## src/srpd_pkg.sv

```systemverilog
// Notes on behaviour
// RULE1: Powerdown stops charge pump and tristates transmitters.
// RULE2: Force-sleep low always means manual powerdown.
// RULE3: Both force inputs high keeps device active.
// RULE4: Auto sleep only with active low, sleep high.
// RULE5: Auto sleep after idle interval without edges.
// RULE6: Any input edge wakes and restarts interval.
// RULE7: Idle timer stays expired after any powerdown.
// RULE8: Manual wake needs both forces high or edge.
// RULE9: Force-active wakes; full interval after it falls.
// RULE10: Transmitters ready within 100 us of wake.
// RULE11: Host holds force-active high for manual only.
// RULE12: Tied force inputs act as plain shutdown.
// RULE13: Flag low after 30 us all-invalid receivers.
// RULE14: Flag high 1 us after any valid level.
// RULE15: Invalid flag computed in every mode.
// RULE16: Invalid flag never changes power state internally.
// RULE17: Flag wired to forces follows receiver validity.
// RULE18: Receiver outputs always driven, never tristated.
// RULE19: Edge is threshold crossing in either direction.
// RULE20: Idle delay 30 s, within 15 to 60 s.
// RULE21: Inputs synchronised; timers from divided timebase; only the idle timer uses it, the others count core_clk.
package srpd_pkg;
  localparam int CLK_MHZ = 100;
  localparam int TICK_US = 1;
  localparam int TICK_CYC = TICK_US * CLK_MHZ;
  localparam int IDLE_SLEEP_S = 30;
  localparam int IDLE_SLEEP_TICKS = IDLE_SLEEP_S * 1000000 / TICK_US;
  localparam int IDLE_W = 26;
  localparam int INVALID_US = 30;
  localparam int INVALID_CYC = INVALID_US * CLK_MHZ;
  localparam int VALID_US = 1;
  localparam int VALID_CYC = VALID_US * CLK_MHZ;
  localparam int WAKE_MAX_US = 100;
  localparam int WAKE_MAX_CYC = WAKE_MAX_US * CLK_MHZ;
  localparam int PUMP_SETTLE_US = 20;
  localparam int PUMP_SETTLE_CYC = PUMP_SETTLE_US * CLK_MHZ;
  localparam int CNT_W = 14;
  localparam logic [31:0] CTRL_OFS = 32'h0000_0000;
  localparam logic [31:0] STATUS_OFS = 32'h0000_0004;
  localparam logic [31:0] RDATA_RST = 32'h0000_0000;
  localparam logic [1:0] HRESP_OKAY = 2'h0;

  typedef struct packed {
    logic force_sleep_n;
    logic force_active;
    logic line_invalid_n;
    logic expired;
    logic tx_ready;
    logic powered;
  } srpd_status_s;
endpackage

```

## src/srpd_ctrl.sv

```systemverilog
// Chosen here: the AHB-Lite interface to the registers and the placing of the registers.
`timescale 1ns/100ps
module srpd_ctrl #(
  parameter int NTX = 3,
  parameter int NRX = 3,
  parameter int IDLE_TICKS = srpd_pkg::IDLE_SLEEP_TICKS
) (
  // Clock and reset
  input wire logic core_clk,
  input wire logic sys_rst,
  // AHB-Lite slave
  input wire logic hsel,
  input wire logic [31:0] haddr,
  input wire logic [1:0] htrans,
  input wire logic hwrite,
  input wire logic [2:0] hsize,
  input wire logic [31:0] hwdata,
  input wire logic hready,
  output logic [31:0] hrdata,
  output logic hreadyout,
  output logic hresp,
  // Force pins
  input wire logic force_active_in,
  input wire logic force_sleep_n_in,
  // Transmitter side
  input wire logic [NTX-1:0] tx_data_in,
  output logic [NTX-1:0] tx_line_out,
  output logic [NTX-1:0] tx_line_oe_n,
  // Receiver side
  input wire logic [NRX-1:0] rx_level_in,
  input wire logic [NRX-1:0] rx_valid_in,
  output logic [NRX-1:0] rx_data_out,
  // Power and status
  output logic pump_en,
  output logic tx_ready,
  output logic line_invalid_n
);
  // Synchroniser layout, low bits first: transmitter data, receiver levels,
  // receiver validity, force-active, force-sleep.
  localparam int SW = NTX + 2 * NRX + 2;
  localparam int LW = NTX + NRX;
  localparam int CW = srpd_pkg::CNT_W;
  localparam int IW = srpd_pkg::IDLE_W;
  localparam int DW = $clog2(srpd_pkg::TICK_CYC);
  localparam int TICK_LAST = srpd_pkg::TICK_CYC - 1;
  localparam int IDLE_LAST = IDLE_TICKS - 1; // [RULE20]
  localparam int SETTLE_LAST = srpd_pkg::PUMP_SETTLE_CYC - 1;
  localparam int INV_LAST = srpd_pkg::INVALID_CYC - 1;
  localparam int VAL_LAST = srpd_pkg::VALID_CYC - 1;
  localparam int WAKE_LAST = srpd_pkg::WAKE_MAX_CYC - 1;

  // The force-sleep bit resets to its idle level, high, so that leaving
  // reset is not mistaken for a manual sleep request.
  localparam logic [SW-1:0] SYNC_RST = {1'b1, {(SW - 1){1'b0}}};

  // Synchronisers and edge detection.
  logic [SW-1:0] sync1_r;
  logic [SW-1:0] sync2_r;
  logic [SW-1:0] sync3_r;
  logic [1:0] prime_r;
  logic armed;
  logic [NTX-1:0] tx_s;
  logic [NRX-1:0] rxl_s;
  logic [NRX-1:0] rxv_s;
  logic fa_s;
  logic fs_s;
  logic any_edge;
  logic any_valid;

  // Timebase and idle timer.
  logic [DW-1:0] div_r;
  logic us_tick;
  logic [IW-1:0] idle_r;
  logic idle_done;
  logic expired_r;

  // Power state and transmitter enable.
  logic pwr_on;
  logic pump_en_r;
  logic [CW-1:0] settle_r;
  logic tx_ready_r;
  logic [NTX-1:0] tx_oe_n_r;
  logic [NTX-1:0] tx_out_r;
  logic [NRX-1:0] rx_out_r;
  logic [CW-1:0] wake_cnt_r;

  // Line validity flag.
  logic [CW-1:0] inv_r;
  logic [CW-1:0] val_r;
  logic inv_n_r;

  // Register read path.
  logic [31:0] hrdata_r;
  srpd_pkg::srpd_status_s status;

  // Read decode of the two registers; any other address reads as zero.
  function automatic logic [31:0] read_word(input logic [31:0] addr,
                                            input srpd_pkg::srpd_status_s st,
                                            input logic fa,
                                            input logic fs);
    logic [31:0] rd_word;
    rd_word = srpd_pkg::RDATA_RST;
    case (addr)
      srpd_pkg::CTRL_OFS: rd_word = {30'h0, fa, fs};
      srpd_pkg::STATUS_OFS: rd_word = {26'h0, st};
      default: rd_word = srpd_pkg::RDATA_RST;
    endcase
    return rd_word;
  endfunction

  // Every pin passes two flip-flops; the third stage only feeds edge detection.
  always_ff @(posedge core_clk or posedge sys_rst) begin // [RULE21]
    if (sys_rst) begin
      sync1_r <= SYNC_RST;
      sync2_r <= SYNC_RST;
      sync3_r <= SYNC_RST;
    end else begin
      sync1_r <= {force_sleep_n_in, force_active_in, rx_valid_in, rx_level_in, tx_data_in};
      sync2_r <= sync1_r;
      sync3_r <= sync2_r;
    end
  end

  // Edges are ignored until the chain holds real pin values, so that the
  // reset contents do not fake a wake-up.
  always_ff @(posedge core_clk or posedge sys_rst) begin
    if (sys_rst) begin
      prime_r <= 2'h0;
    end else if (prime_r != 2'h3) begin
      prime_r <= prime_r + 2'h1;
    end
  end

  assign armed = (prime_r == 2'h3);
  assign tx_s = sync2_r[NTX-1:0];
  assign rxl_s = sync2_r[LW-1:NTX];
  assign rxv_s = sync2_r[LW+NRX-1:LW];
  assign fa_s = sync2_r[SW-2];
  assign fs_s = sync2_r[SW-1];
  assign any_valid = |rxv_s;

  // A change of level in either direction on any data input is activity.
  assign any_edge = armed && (|(sync2_r[LW-1:0] ^ sync3_r[LW-1:0])); // [RULE19]

  // One-cycle pulse every microsecond.
  always_ff @(posedge core_clk or posedge sys_rst) begin // [RULE21]
    if (sys_rst) begin
      div_r <= '0;
    end else if (div_r == DW'(TICK_LAST)) begin
      div_r <= '0;
    end else begin
      div_r <= div_r + DW'(1);
    end
  end

  assign us_tick = (div_r == DW'(TICK_LAST));

  // The idle timer only runs while automatic sleep is allowed and the device
  // is awake; a coarse microsecond tick keeps the counter narrow.
  assign idle_done = us_tick && !expired_r && fs_s && !fa_s && (idle_r == IW'(IDLE_LAST)); // [RULE5]

  always_ff @(posedge core_clk or posedge sys_rst) begin
    if (sys_rst) begin
      idle_r <= '0;
    end else if (!fs_s || fa_s || any_edge || expired_r) begin // [RULE4] [RULE6]
      idle_r <= '0;
    end else if (idle_done) begin
      idle_r <= '0;
    end else if (us_tick) begin
      idle_r <= idle_r + IW'(1);
    end
  end

  // Manual sleep sets the expired state and beats any wake source. An edge
  // in the very cycle of expiry breaks the quiet interval, so it wins there.
  always_ff @(posedge core_clk or posedge sys_rst) begin
    if (sys_rst) begin
      expired_r <= 1'b0;
    end else if (!fs_s) begin // [RULE2] [RULE7]
      expired_r <= 1'b1;
    end else if (fa_s || any_edge) begin // [RULE6] [RULE8] [RULE9]
      expired_r <= 1'b0;
    end else if (idle_done) begin // [RULE5]
      expired_r <= 1'b1;
    end
  end

  // Tied force inputs give plain shutdown: high means on, low means off.
  // The validity flag is deliberately not an input to this term.
  assign pwr_on = fs_s && (fa_s || !expired_r); // [RULE3] [RULE12] [RULE16]

  always_ff @(posedge core_clk or posedge sys_rst) begin // [RULE1]
    if (sys_rst) begin
      pump_en_r <= 1'b0;
    end else begin
      pump_en_r <= pwr_on;
    end
  end

  // Transmitters wait for the pump to settle; they are released well inside
  // the wake-up budget and tristated in the same cycle as the pump stops.
  always_ff @(posedge core_clk or posedge sys_rst) begin // [RULE1] [RULE10]
    if (sys_rst) begin
      settle_r <= '0;
      tx_ready_r <= 1'b0;
      tx_oe_n_r <= {NTX{1'b1}};
    end else if (!pwr_on) begin
      settle_r <= '0;
      tx_ready_r <= 1'b0;
      tx_oe_n_r <= {NTX{1'b1}};
    end else if (settle_r == CW'(SETTLE_LAST)) begin
      tx_ready_r <= 1'b1;
      tx_oe_n_r <= {NTX{1'b0}};
    end else begin
      settle_r <= settle_r + CW'(1);
    end
  end

  // Cycles since the pump came on without the transmitters being ready.
  always_ff @(posedge core_clk or posedge sys_rst) begin
    if (sys_rst) begin
      wake_cnt_r <= '0;
    end else if (!pump_en_r || tx_ready_r) begin
      wake_cnt_r <= '0;
    end else if (wake_cnt_r != CW'(WAKE_LAST)) begin
      wake_cnt_r <= wake_cnt_r + CW'(1);
    end
  end

  // Both driver kinds invert; receivers keep driving in every power state.
  always_ff @(posedge core_clk or posedge sys_rst) begin // [RULE18]
    if (sys_rst) begin
      tx_out_r <= {NTX{1'b1}};
      rx_out_r <= {NRX{1'b1}};
    end else begin
      tx_out_r <= ~tx_s;
      rx_out_r <= ~rxl_s;
    end
  end

  // Validity timers run in every mode, independent of the power state.
  always_ff @(posedge core_clk or posedge sys_rst) begin // [RULE15]
    if (sys_rst) begin
      inv_r <= '0;
    end else if (any_valid) begin
      inv_r <= '0;
    end else if (inv_r != CW'(INV_LAST)) begin
      inv_r <= inv_r + CW'(1);
    end
  end

  always_ff @(posedge core_clk or posedge sys_rst) begin
    if (sys_rst) begin
      val_r <= '0;
    end else if (!any_valid) begin
      val_r <= '0;
    end else if (val_r != CW'(VAL_LAST)) begin
      val_r <= val_r + CW'(1);
    end
  end

  always_ff @(posedge core_clk or posedge sys_rst) begin
    if (sys_rst) begin
      inv_n_r <= 1'b0;
    end else if (any_valid && (val_r == CW'(VAL_LAST))) begin // [RULE14]
      inv_n_r <= 1'b1;
    end else if (!any_valid && (inv_r == CW'(INV_LAST))) begin // [RULE13]
      inv_n_r <= 1'b0;
    end
  end

  // Status word as software sees it.
  always_comb begin
    status = '0;
    status.force_sleep_n = fs_s;
    status.force_active = fa_s;
    status.line_invalid_n = inv_n_r;
    status.expired = expired_r;
    status.tx_ready = tx_ready_r;
    status.powered = pump_en_r;
  end

  // Zero-wait-state slave: read data is loaded at the address phase and
  // stands through the data phase. Writes are accepted and ignored.
  always_ff @(posedge core_clk or posedge sys_rst) begin
    if (sys_rst) begin
      hrdata_r <= srpd_pkg::RDATA_RST;
    end else if (hsel && hready && htrans[1] && !hwrite) begin
      hrdata_r <= read_word(haddr, status, fa_s, fs_s);
    end
  end

  assign hrdata = hrdata_r;
  assign hreadyout = 1'b1;
  assign hresp = srpd_pkg::HRESP_OKAY[0];
  assign pump_en = pump_en_r;
  assign tx_ready = tx_ready_r;
  assign tx_line_oe_n = tx_oe_n_r;
  assign tx_line_out = tx_out_r;
  assign rx_data_out = rx_out_r;
  assign line_invalid_n = inv_n_r;
endmodule // srpd_ctrl

```

## config.mk

```make
export PLATFORM = sky130hd
export DESIGN_NAME = srpd_ctrl
export DESIGN_NICKNAME = d
export VERILOG_FILES = /design/src/srpd_pkg.sv /design/src/srpd_ctrl.sv
export SDC_FILE = /design/constraint.sdc
export NUM_CORES = 1
export LEC_CHECK = 0
export BUFFER_PORTS_ARGS = -buffer_cell sky130_fd_sc_hd__buf_2
export CORE_MARGIN = 4
export CORE_UTILIZATION = 55
export CTS_CLUSTER_DIAMETER = 120
export DETAILED_ROUTE_END_ITERATION = 10
export PLACE_DENSITY = 0.9
export SYNTH_ARGS = -nofsm -noshare
export SYNTH_HDL_FRONTEND = slang
export SYNTH_SLANG_ARGS = --single-unit
export TNS_END_PERCENT = 30
```

## constraint.sdc

```tcl
create_clock -name core_clk -period 6.5 [get_ports core_clk]
set_clock_uncertainty 0.1 [all_clocks]
set_input_delay 0.325 -clock core_clk [delete_from_list [all_inputs] [get_ports core_clk]]
set_output_delay 0.325 -clock core_clk [all_outputs]
set_load 0.01 [all_outputs]
```

## After elaboration in Yosys (flattened, before gate mapping)

Cells that the tools add are included.

| word-level totals | value |
|---|---|
| register bits | 150 |
| input bits | 85 |
| output and inout bits | 46 |
| word-level logic and storage cells | 87 |

| operators by class | value |
|---|---|
| $add $sub $neg | 6 |
| equal/unequal tests | 14 |
| mux-type cells | 20 |
| bitwise logic cells | 3 |
| reduce and logical (&&, ||, !) cells | 27 |

Operator list:

| operator | number |
|---|---|
| $mux 14 | 6 |
| $mux 26 | 3 |
| $add 14x1->14 const B | 3 |
| $eq 32x3->1 const B | 1 |
| $logic_not 32->1 | 1 |
| $add 26x1->26 const B | 1 |
| $eq 26x25->1 const B | 1 |
| $eq 14x11->1 const B | 1 |
| $eq 14x12->1 const B | 1 |
| $eq 14x7->1 const B | 1 |
| $ne 14x12->1 const B | 1 |
| $ne 14x7->1 const B | 1 |
| $pmux 6 s2 | 1 |
| $logic_and 1x1->1 | 11 |
| $add 7x1->7 const B | 1 |
| $eq 7x7->1 const B | 1 |
| $mux 1 | 7 |
| $mux 7 | 1 |
| $mux 3 | 2 |
| $not 3->3 | 2 |
| $reduce_or 6->1 | 1 |
| $xor 6x6->6 | 1 |
| $logic_not 1->1 | 5 |
| $logic_or 1x1->1 | 5 |
| 8 further kinds | 11 |

## Depth between registers and ports, before layout

Gate-level depths: netlist (run 1).

| depth | value |
|---|---|
| depth in word-level cells | 8 |
| mapped depth | 7 |
| mapped depth without buffers | 6 |

## Worst setup path before layout (run 1)

OpenSTA, ideal clock, no wires.

| timing | value |
|---|---|
| path kind | flip-flop to flip-flop |
| from | register sync2_r[10] |
| to | register idle_r[11] |
| library setup time | 119 ps |
| arrival | 1,825 ps |
| required time | 6,281 ps |
| setup slack | 4,457 ps |
| cell stages (with the launch flop) | 7 |
| buffers on the path | 1 |
| period minus slack after synthesis | 2,043 ps |
| cells stage by stage | dfstp_2 > nand2b_1 > or4_1 > or4_4 > nand3_2 > buf_6 > nor2_1 |

| on the way | value |
|---|---|
| longest elaborated chain between the ends | 5 |
| elaborated cells between the ends (all ways) | 10 |
| classes of those cells | 2 x mux; 8 x reduce/logical |

RTL lines:

| what | RTL line | source |
|---|---|---|
| start, declared | srpd_ctrl.sv:58 | `logic [SW-1:0] sync2_r;` |
| start signal, assigned | srpd_ctrl.sv:119 | `sync2_r <= sync1_r;` |
| $logic_and 1x1->1 / $logic_not 1->1 (equally long branches) | -- |  |
| $logic_and 1x1->1 / $logic_or 1x1->1 (equally long branches) (2 in series) | srpd_ctrl.sv:160, srpd_ctrl.sv:165 |  |
| $mux 26 / $logic_or 1x1->1 (equally long branches) | srpd_ctrl.sv:167, srpd_ctrl.sv:165 |  |
| $mux 26 / $reduce_bool 3->1 (equally long branches) | -- |  |
| end signal, assigned | srpd_ctrl.sv:170 | `idle_r <= idle_r + IW'(1);` |
| end, declared | srpd_ctrl.sv:73 | `logic [IW-1:0] idle_r;` |

Parallel ways exist; a longest one is shown, timed or not.
A chain may end at the register's enable or synchronous reset.

## Worst setup path after layout (run 1)

| timing | value |
|---|---|
| from | register sync2_r[10] |
| to | register idle_r[5] |

Same word-level chain as after synthesis.

==> metrics.md, run 1 <==
| Metric | Value |
|---|---|
| CP cell instances | nand2b_1, or4_1, or4_4, nand3_2, nor2_1 |
| Worst R2R Path Depth | 5 |
| Tmin final | 2.42 ns |
| Maximum fanout along the worst path | 21 |
| Wirelength, routed | 13.1 mm |
| CP endpoint kind | flip-flop |
| Area share of the largest cell type after synthesis | 50.8% |
| Largest stage delay on the critical path | 0.58 ns |
| Setup bufs post-CTS | 0 |
| Most frequent cells in the layout | dfrtp_1, nor2_1, buf_2 |
| DRC viols | 0 |
| WHS Path Cells | 5 |
| Site Rows | 36 |
| Setup-failing EPs final | 0 |
| CTS root buf | clkbuf_8 |
| GRT Total Usage | 23.2% |
| Die Footprint | 11800 sq um |
| Setup crit start kind | flip-flop |
| Share of cells above drive strength 1 | 20.1% |
| Initial antenna violation count | 0 |
| Wire length on met3 | 737 microns |
| Post-synthesis average cell area | 10.7 sq um |
| Top post-synthesis cells by area | dfrtp_1, xnor2_1, nor2_1, xor2_1, dfstp_2 |
| Count of input and output buffers | 66 |
| Maxcap violations | 0 |
| Met1 wire length | 4.82 mm |
| Most common cell after layout, fill and taps aside | dfrtp_1 |
| #FFs+latches synth | 122 |
| Layout fillers | 665 |
| Routed vias/inst | 5.60 |
| Total power | 1860 uW |
| Clock Path Buffers | 2 |
| Length of the first detailed-routing pass in iterations | 5 |
| Post-DP Area | 5900 sq um |
| Leakage power | 0.00292 uW |
| Critical Path Sink | idle_r[5] |
| Slowest CP cell | dfstp_2 |
| Worst-Margin Slew | 1.06 ns |
| Met2 wire len | 7.08 mm |
| Antenna diodes | 0 |
| Final setup TNS | 0 ns |
| Clock Sinks | 122 |
| Synth area leader | dfrtp_1 |
| First-pass GRT wire length | 21.0 mm |
| Worst Hold Class | primary input to flip-flop |
| Relative slew margins | 28.7% |
| Status | finished clean |
| Top_reg_cell synth | dfrtp_1 |
| Layout area overhead | 18.8% |
| Reg2reg end | idle_r[5] |
| Int Power | 1400 uW |
| Hold_ws | 0.108 ns |
| Max Freq | 413 MHz |
| Final period util | 37.3% |
| Seq/Total Area, Yosys | 55.0% |
| CTS tree | yes |
| Via count | 4221 |
| I/O pin count | 131 |
| Ys async rst share | 100% |
| GPL Wtd Cong | 0.862 |
| Power per standard cell area | 281 nW/um^2 |
| DRT iter0 DRCs | 317 |
| Wire per inst | 17.4 microns |
| Comb pwr share | 5.5% |
| Core area | 9820 sq um |
| Starting Density | 56.7% |
| Vias in the first global route | 4340 |
| Final Util | 67.4% |
| Synth unique cells | 49 |
| Finished Cell Area | 6620 sq um |
| Synth warn | 0 |
| Worst Path Arrival | 2.70 ns |
| Kind of critical path | flip-flop to flip-flop |
| Routed Antenna Nets | 0 |
| Fin. max-slew vios | 0 |
| Post-synth EDFFs | 0 |
| Worst-path clk slew | 0.06 ns |
| Reg power frac | 43.9% |
| Worst r2r src | sync2_r[10] |
| Die Y-Extent | 109 microns |
| Peak VDD IR | 0.217 mV |
| CTS resizes | 0 |
| Highest routing layer actually used | met4 |
| Mapped Cells | 522 |
| Worst Setup SP | sync2_r[10] |
| Final nets | 699 |
| Num CTS Buffers | 17 |
| Critical Path RT | 6.77 ns |
| Global route overflow | 0 |
| RSZ-0062 raised after global routing | false |
| Final hold violation count | 0 |
| Clk network pwr share | 50.6% |
| Flop2flop setup slack | 4.08 ns |
| Hold path start | haddr[15] |
| Switching share of power | 24.4% |
| Clock Latency Late Sink | 0.52 ns |
| Post-DP HPWL | 7.97 mm |
| Largest net degree at the start of global routing | 71 |
| H-tree Lvls | 4 |
| Mapped Area | 5570 sq um |
| Psw | 452 uW |
| DIE WIDTH | 109 microns |
flip-flops by register name (all words and copies together), names as in the netlist:
signal          count
hrdata              6
sync2_r            11
sync1_r            11
tx_line_oe_n        1
line_invalid_n      1
val_r              14
tx_line_out         3
expired_r           1
pump_en             1
div_r               7
idle_r             26
prime_r             2
inv_r              14
sync3_r             6
rx_data_out         3
settle_r           14
tx_ready            1
routing by layer:
| metal | track usage, % | up-vias |
|---|---|---|
| met4 | 10.3 | 0 |
| li1 | - | 1897 |
| met5 | 0 | - |
| met1 | 26.4 | 2088 |
| met3 | 5.68 | 52 |
| met2 | 41.2 | 184 |
cell type report:
class	count	area, sq um	area share [%]
tap	133	166	2.52
clock buffer	19	442	6.68
multi-input combinational	368	2250	34.0
sequential	122	3060	46.3
inverter	19	73.8	1.12
timing repair buffer	80	465	7.04
clock inverter	13	155	2.35
per-stage QoR:
| step | cells | setup slack, ns |
|---|---|---|
| final | 754 | 4.08 |
| after global routing | 754 | 3.98 |
| after CTS | 754 | 4.10 |
| after detailed placement | 710 | 4.17 |
| after global placement | 710 | 4.23 |
| after floorplan | 548 | 2.85 |
power by group through the flow:
stage	Combinational (uW)	Clock (uW)	Sequential (uW)
global placement	85.9	0	824
global route	117	985	818
finish	102	939	815
floorplan	71.8	0	821
detailed placement	92.6	0	826
CTS	101	946	813
synth_stat cells, drive strengths merged, types with 2 or more instances:
master	number
and3	6
clkbuf	5
a31oi	2
o31ai	2
nand2b	3
buf	34
a21oi	7
or4	4
o21ai	8
mux2i	6
dfrtp	113
nand4	18
nor3	12
and2	4
conb	2
inv	19
xnor2	36
ha	6
xor2	30
nand3	27
a22o	4
nand2	37
and4	2
dfstp	9
nor4	20
a211oi	3
nor2	82
nor4b	4
or3	8
cells by family (layout without fill, tap and decap cells):
group           Yosys count  in the layout  share of synthesized area (%)
compound gates           29             29                           3.35
xor+xnor                 66             66                           10.4
fa+ha+maj                 6              6                           1.35
buf+inv                  58            131                           6.36
flops                   122            122                           55.0
mux                       7              7                           1.28
other cells               2             28                          0.135
simple gates            232            232                           22.1
worst max-delay path: cells and delay by family, from the launching register on:
| family | cells | cell delay, ns |
|---|---|---|
| flip-flops | 1 | 0.58 |
| AND/OR/NAND/NOR | 5 | 1.60 |
worst min-delay path by stage:
| stage | end | slack (ns) |
|---|---|---|
| after floorplan | sync1_r[10] | 0.23 |
| after global placement | sync2_r[0] | 0.23 |
| after detailed placement | sync2_r[7] | 0.23 |
| after CTS | hrdata[0] | 0.09 |
| after global routing | hrdata[0] | 0.12 |
| final | hrdata[0] | 0.11 |
timing repair:
action	in CTS	in global routing
endpoints found under the setup margin	0	0
hold buffers	12	0
hold endpoints to repair	78	0
Note: power is estimated with default switching activity, not from simulation.
==> run 2: changes to the inputs <==
--- a/config.mk
+++ b/config.mk
@@ -7,10 +7,10 @@
 export LEC_CHECK = 0
 export BUFFER_PORTS_ARGS = -buffer_cell sky130_fd_sc_hd__buf_2
 export CORE_MARGIN = 4
-export CORE_UTILIZATION = 55
+export CORE_UTILIZATION = 49
 export CTS_CLUSTER_DIAMETER = 120
 export DETAILED_ROUTE_END_ITERATION = 10
-export PLACE_DENSITY = 0.9
+export PLACE_DENSITY = 0.86
 export SYNTH_ARGS = -nofsm -noshare
 export SYNTH_HDL_FRONTEND = slang
 export SYNTH_SLANG_ARGS = --single-unit
==> constraint.sdc (replaced) <==
create_clock -name core_clk -period 2.2 [get_ports core_clk]
set_clock_uncertainty 0.1 [all_clocks]
set_input_delay 0.11 -clock core_clk [delete_from_list [all_inputs] [get_ports core_clk]]
set_output_delay 0.11 -clock core_clk [all_outputs]
set_load 0.01 [all_outputs]
==> run 2 against run 1 <==
  * Count of clock-buffer cells in the layout down 1
  * Sequential power rose to 3.0 times the previous value
  * First-iteration DRC count down 33%
  * Critical path type unchanged
  * Fmax up 12%
  * Register-to-register slack worse by 4.0 ns
==> metrics.md, run 2 (synthesized netlist as in run 1, its figures left out) <==
| Metric | Value |
|---|---|
| Status | finished clean |
| Worst Hold Class | primary input to flip-flop |
| Kind of critical path | flip-flop to flip-flop |
| First-pass GRT wire length | 21.3 mm (+1.4%) |
| DRC viols | 0 (unchanged) |
| Peak VDD IR | 0.539 mV (+150%) |
| Core area | 11000 sq um (+12%) |
| Count of input and output buffers | 66 (unchanged) |
| Site Rows | 38 (+5.6%) |
| Buffer and inverter count on the worst path | 1 (+1) |
| Layout fillers | 774 (+16%) |
| Setup-failing EPs final | 0 (unchanged) |
| Final worst setup slack | 0.0394 ns (-4.04 ns) |
| Num CTS Buffers | 17 (unchanged) |
| Layout area overhead | 22.4% |
| Tmin final | 2.16 ns (-0.263 ns) |
| Largest stage delay on the critical path | 0.47 ns (-0.11 ns) |
| Placed Cells | 731 (+3.0%) |
| Die Footprint | 13100 sq um (+11%) |
| Reg with most FFs | idle_r |
| Final nets | 715 (+2.3%) |
| CP cell instances | nor4b_4, buf_4, nand3_2, nor4b_1, xnor2_1, nor2_1 |
| Routed vias/inst | 5.42 (-3.2%) |
| Largest net degree at the start of global routing | 38 (-46%) |
| CTS root buf | clkbuf_16 |
| Max reg flops | 26 (unchanged) |
| I/O pin count | 131 (unchanged) |
| Most frequent cells in the layout | dfrtp_1, nor2_1, buf_2 |
| Crit-path leading delay family | simple AND/OR/NAND/NOR gates |
| Via count | 4209 (-0.28%) |
| Relative slew margins | 26.9% (-1.8 points) |
| Post-DP HPWL | 8.42 mm (+5.6%) |
| Flop2flop setup slack | 0.04 ns (-4.04 ns) |
| Starting Density | 50.7% (-6.0 points) |
| Worst-path clk slew | 0.06 ns (about the same) |
| Setup crit start kind | flip-flop |
| Global route overflow | 0 (unchanged) |
| Antenna diodes | 0 (unchanged) |
| Initial antenna violation count | 0 (unchanged) |
| Vias in the first global route | 4412 (+1.7%) |
| Final hold violation count | 0 (unchanged) |
| Maxcap violations | 0 (unchanged) |
| Leakage power | 0.00302 uW (+3.4%) |
| Max Freq | 463 MHz (+12%) |
| Finished Cell Area | 6810 sq um (+3.0%) |
| Fin. max-slew vios | 0 (unchanged) |
| Layout Cells excl Fill | 777 (+3.1%) |
| Die Y-Extent | 115 microns (+5.5%) |
| Slowest CP cell | nor4b_1 |
| Post-DP Area | 6060 sq um (+2.8%) |
| Wirelength, routed | 13.2 mm (+0.75%) |
| Pre-CTS WS | 0.0730 ns (-4.10 ns) |
| Clock Path Buffers | 2 (unchanged) |
| Final Util | 62.0% (-5.3 points) |
| Worst-Margin Slew | 1.09 ns (+0.0270 ns) |
| DRT iter0 DRCs | 213 (-33%) |
| Most common cell after layout, fill and taps aside | dfrtp_1 |
| Clock Sinks | 122 (unchanged) |
| Length of the first detailed-routing pass in iterations | 5 (unchanged) |
| CTS tree | yes |
| Power per standard cell area | 811 nW/um^2 (+190%) |
| Wire per inst | 17.0 microns (-2.2%) |
| Clock Latency Late Sink | 0.42 ns (-0.10 ns) |
| Final period util | 98.2% (+61 points) |
| Share of cells above drive strength 1 | 22.6% (+2.5 points) |
| GPL Wtd Cong | 0.807 (-6.4%) |
| GRT Total Usage | 21.0% (-2.2 points) |
| Worst Path Arrival | 2.37 ns (-0.33 ns) |
| Maximum fanout along the worst path | 8 (-62%) |
| DIE WIDTH | 115 microns (+5.5%) |
| Critical Path RT | 2.41 ns (-4.36 ns) |
| Routed Antenna Nets | 0 (unchanged) |
| H-tree Lvls | 4 (unchanged) |
| CP endpoint kind | flip-flop |
-- run 2: cell count changes in the layout (fill, tap and decap cells not counted), sizes merged --
cell and change:
clkinv +5, buf +16, bufinv +1, clkinvlp +1, inv -6, clkbuf -1
-- run 2: area by class of cell --
class / count / area, sq um / area share (%)
clock buffer: 18 / 429 / 6.30
timing repair buffer: 96 / 636 / 9.33
sequential: 122 / 3070 / 45.0
tap: 140 / 175 / 2.57
inverter: 19 / 75.1 / 1.10
clock inverter: 14 / 171 / 2.52
multi-input combinational: 368 / 2260 / 33.2
-- run 2: worst paths after layout --
check                           startpoint           to  depth (start not counted)
worst min-delay path              haddr[2]    hrdata[1]                          3
worst min register to register  sync1_r[1]   sync2_r[1]                          0
worst max register to register    div_r[3]   idle_r[25]                          6
min in group asynchronous          sys_rst   prime_r[0]                          3
worst max-delay path              div_r[3]   idle_r[25]                          6
max in group asynchronous          sys_rst  sync1_r[10]                          4
-- run 2: stage by stage --
stage	power, uW	hold slack [ns]	setup TNS [ns]
finish	5530	0.0151	0
global route	5720	0.0175	-0.0178
CTS	5530	0.00584	0
detailed placement	2720	0.119	0
global placement	2700	0.118	0
floorplan	2640	0.0145	0
-- run 2: timing repair --
action,4_1_cts,5_1_grt
resized for setup,0,4
hold buffers,12,0
buffers inserted,0,2
endpoints found under the hold margin,38,0
setup endpoints to repair,0,19
-- run 2: worst reg2reg max path: stages (launching register included) --
cell,delay [ns]
dfrtp_2,0.45
nor4b_4,0.39
buf_4,0.18
nand3_2,0.20
nor4b_1,0.48
xnor2_1,0.18
nor2_1,0.07
-- run 2: layer usage --
metal  track usage [%]  vias up  share of wire, %
li1                  -     1923                 -
met3              5.92       41               5.9
met4              11.3        0               3.9
met1              24.0     2075                39
met5                 0        -                 0
met2              35.5      170                51
-- run 2: power by group --
| part | switching, uW | internal, uW |
|---|---|---|
| Sequential | 76.9 | 2330 |
| Clock | 1040 | 1780 |
| Combinational | 175 | 129 |
==> run 3: changes to the inputs <==
--- a/config.mk
+++ b/config.mk
@@ -10,7 +10,9 @@
 export CORE_UTILIZATION = 49
 export CTS_CLUSTER_DIAMETER = 120
 export DETAILED_ROUTE_END_ITERATION = 10
+export MAX_ROUTING_LAYER = met4
 export PLACE_DENSITY = 0.86
+export RECOVER_POWER = 100
 export SYNTH_ARGS = -nofsm -noshare
 export SYNTH_HDL_FRONTEND = slang
 export SYNTH_SLANG_ARGS = --single-unit
==> constraint.sdc (replaced) <==
create_clock -name core_clk -period 2.2 [get_ports core_clk]
set_clock_uncertainty 0.1 [all_clocks]
set_input_delay 0.22 -clock core_clk [delete_from_list [all_inputs] [get_ports core_clk]]
set_output_delay 0.22 -clock core_clk [all_outputs]
set_load 0.01 [all_outputs]
==> run 3 against run 2 <==
  * The run now ends with capacitance limit, slew limit left
  * First-iteration DRC count decreased by 9.9%
  * Sequential cell count unchanged
  * Sequential power hardly changed
==> metrics.md, run 3 (synthesized netlist as in run 1, its figures left out) <==
| Metric | Value |
|---|---|
| Clock Path Buffers | 2 (unchanged) |
| RSZ-0062 raised after global routing | false |
| DRC viols | 0 (unchanged) |
| Worst Hold Class | primary input to flip-flop |
| First-pass GRT wire length | 21.7 mm (+2.0%) |
| Worst-Margin Slew | 1.52 ns (+0.432 ns) |
| WHS Path Cells | 3 (unchanged) |
| Clock Sinks | 122 (unchanged) |
| Failing checks | capacitance limit, slew limit |
| Most frequent cells in the layout | dfrtp_1, nor2_1, buf_2 |
| Reg with most FFs | idle_r |
| Final setup TNS | 0 ns (unchanged) |
| Setup crit start kind | flip-flop |
| Starting Density | 50.7% (unchanged) |
| Worst Path Arrival | 2.34 ns (-0.03 ns) |
| GRT Total Usage | 21.7% (+0.67 points) |
| Largest net degree at the start of global routing | 35 (-7.9%) |
| Max Freq | 465 MHz (+0.47%) |
| Kind of critical path | flip-flop to flip-flop |
| I/O pin count | 131 (unchanged) |
| Power per standard cell area | 793 nW/um^2 (-2.2%) |
| DRT iter0 DRCs | 192 (-9.9%) |
| Setup bufs post-CTS | 0 (unchanged) |
| CTS root buf | clkbuf_16 |
| Met1 Usage GRT | 24.8% (+0.77 points) |
| Setup-failing EPs final | 0 (unchanged) |
| Relative slew margins | -1.93% (-29 points) |
| Final period util | 97.8% (-0.45 points) |
| Clock Latency Late Sink | 0.41 ns (about the same) |
| CTS tree | yes |
| Routed Antenna Nets | 0 (unchanged) |
| Via count | 4248 (+0.93%) |
| Routed vias/inst | 5.50 (+1.6%) |
| Peak VDD IR | 0.551 mV (+2.4%) |
| H-tree Lvls | 4 (unchanged) |
| Hold_ws | 0.131 ns (+0.116 ns) |
| Antenna diodes | 0 (unchanged) |
| Wirelength, routed | 12.9 mm (-2.2%) |
| DIE WIDTH | 115 microns (unchanged) |
| Vias in the first global route | 4403 (-0.20%) |
| Site Rows | 38 (unchanged) |
| Share of cells above drive strength 1 | 18.5% (-4.1 points) |
| Pre-CTS WS | 0.0719 ns (-0.00105 ns) |
| Max reg flops | 26 (unchanged) |
| Die Footprint | 13100 sq um (unchanged) |
| Global route overflow | 0 (unchanged) |
| Count of input and output buffers | 66 (unchanged) |
| GPL Wtd Cong | 0.835 (+3.5%) |
| Core area | 11000 sq um (unchanged) |
| Final worst setup slack | 0.0494 ns (+0.0100 ns) |
| Maximum fanout along the worst path | 21 (+13) |
| Num CTS Buffers | 17 (unchanged) |
| Final hold violation count | 0 (unchanged) |
| Top Usage Layer GRT | met2 |
| CP endpoint kind | flip-flop |
| Critical Path RT | 2.39 ns (-0.02 ns) |
| Final nets | 710 (-0.70%) |
| Status | finished, violations left |
| Initial antenna violation count | 0 (unchanged) |
| Die Y-Extent | 115 microns (unchanged) |
| Length of the first detailed-routing pass in iterations | 5 (unchanged) |
| Layout area overhead | 20.3% |
| Fin. max-slew vios | 29 (+29) |
| Post-DP HPWL | 8.27 mm (-1.7%) |
| Worst-path clk slew | 0.05 ns (about the same) |
| Maxcap violations | 1 (+1) |
| GR Layer Usage met2 | 36.7% (+1.2 points) |
| Most common cell after layout, fill and taps aside | dfrtp_1 |
| Worst R2R Path Depth | 6 (unchanged) |
| Met3 usage | 5.29% (-0.63 points) |
| Tmin final | 2.15 ns (-0.0100 ns) |
| Leakage power | 0.00289 uW (-4.2%) |
| Wire per inst | 16.7 microns (-1.6%) |
run 3: cell types whose count changed in the layout (fill, tap and decap cells not counted), sizes merged:
cell / change
buf: -26
clkinvlp: +3
inv: -2
clkbuf: +21
bufinv: -2
clkinv: +1
run 3: final cells by class:
type / instances / area [sq um]
inverter: 19 / 72.6
tap: 140 / 175
sequential: 122 / 3060
timing repair buffer: 91 / 562
clock inverter: 14 / 129
clock buffer: 18 / 429
fill: 783 / 4280
multi-input combinational: 368 / 2270
run 3: through the flow:
stage                     power [uW]  area, sq um  cells  util (%)
final                           5320         6700    772      61.0
after global routing            5490         6700    772      61.0
after CTS                       5330         6720    772      61.2
after detailed placement        2730         6040    728      55.0
after global placement          2710         6040    728      55.0
after floorplan                 2640         5670    548         -
run 3: final timing paths:
path,slack (ns),end,start
min in group asynchronous,0.62,inv_r[6],sys_rst
min reg2reg,0.25,sync2_r[1],sync1_r[1]
max,0.05,idle_r[17],sync2_r[10]
min,0.13,hrdata[1],haddr[2]
max reg2reg,0.05,idle_r[17],sync2_r[10]
max in group asynchronous,0.55,rx_data_out[2],sys_rst
run 3: power by group:
part / switching, uW / internal [uW] / total (uW)
Clock: 1050 / 1550 / 2600
Sequential: 76.9 / 2330 / 2410
Combinational: 182 / 129 / 311
run 3: critical path, stage by stage (launching register included):
cell and delay, ns:
dfstp_2 0.53, nand2b_1 0.08, or4_4 0.52, or4_4 0.45, nand3_2 0.12, buf_12 0.16, nor2_1 0.07
run 3: timing repair:
action | 4_1_cts | 5_1_grt
resized for setup | 0 | 4
hold buffers | 12 | 0
hold endpoints to repair | 38 | 0
setup endpoints to repair | 0 | 11
run 3: routing by layer:
layer	share of wire (%)	wire length, microns
met1	38	4890
met2	53	6810
met3	6.3	816
met4	2.9	374
met5	0	0
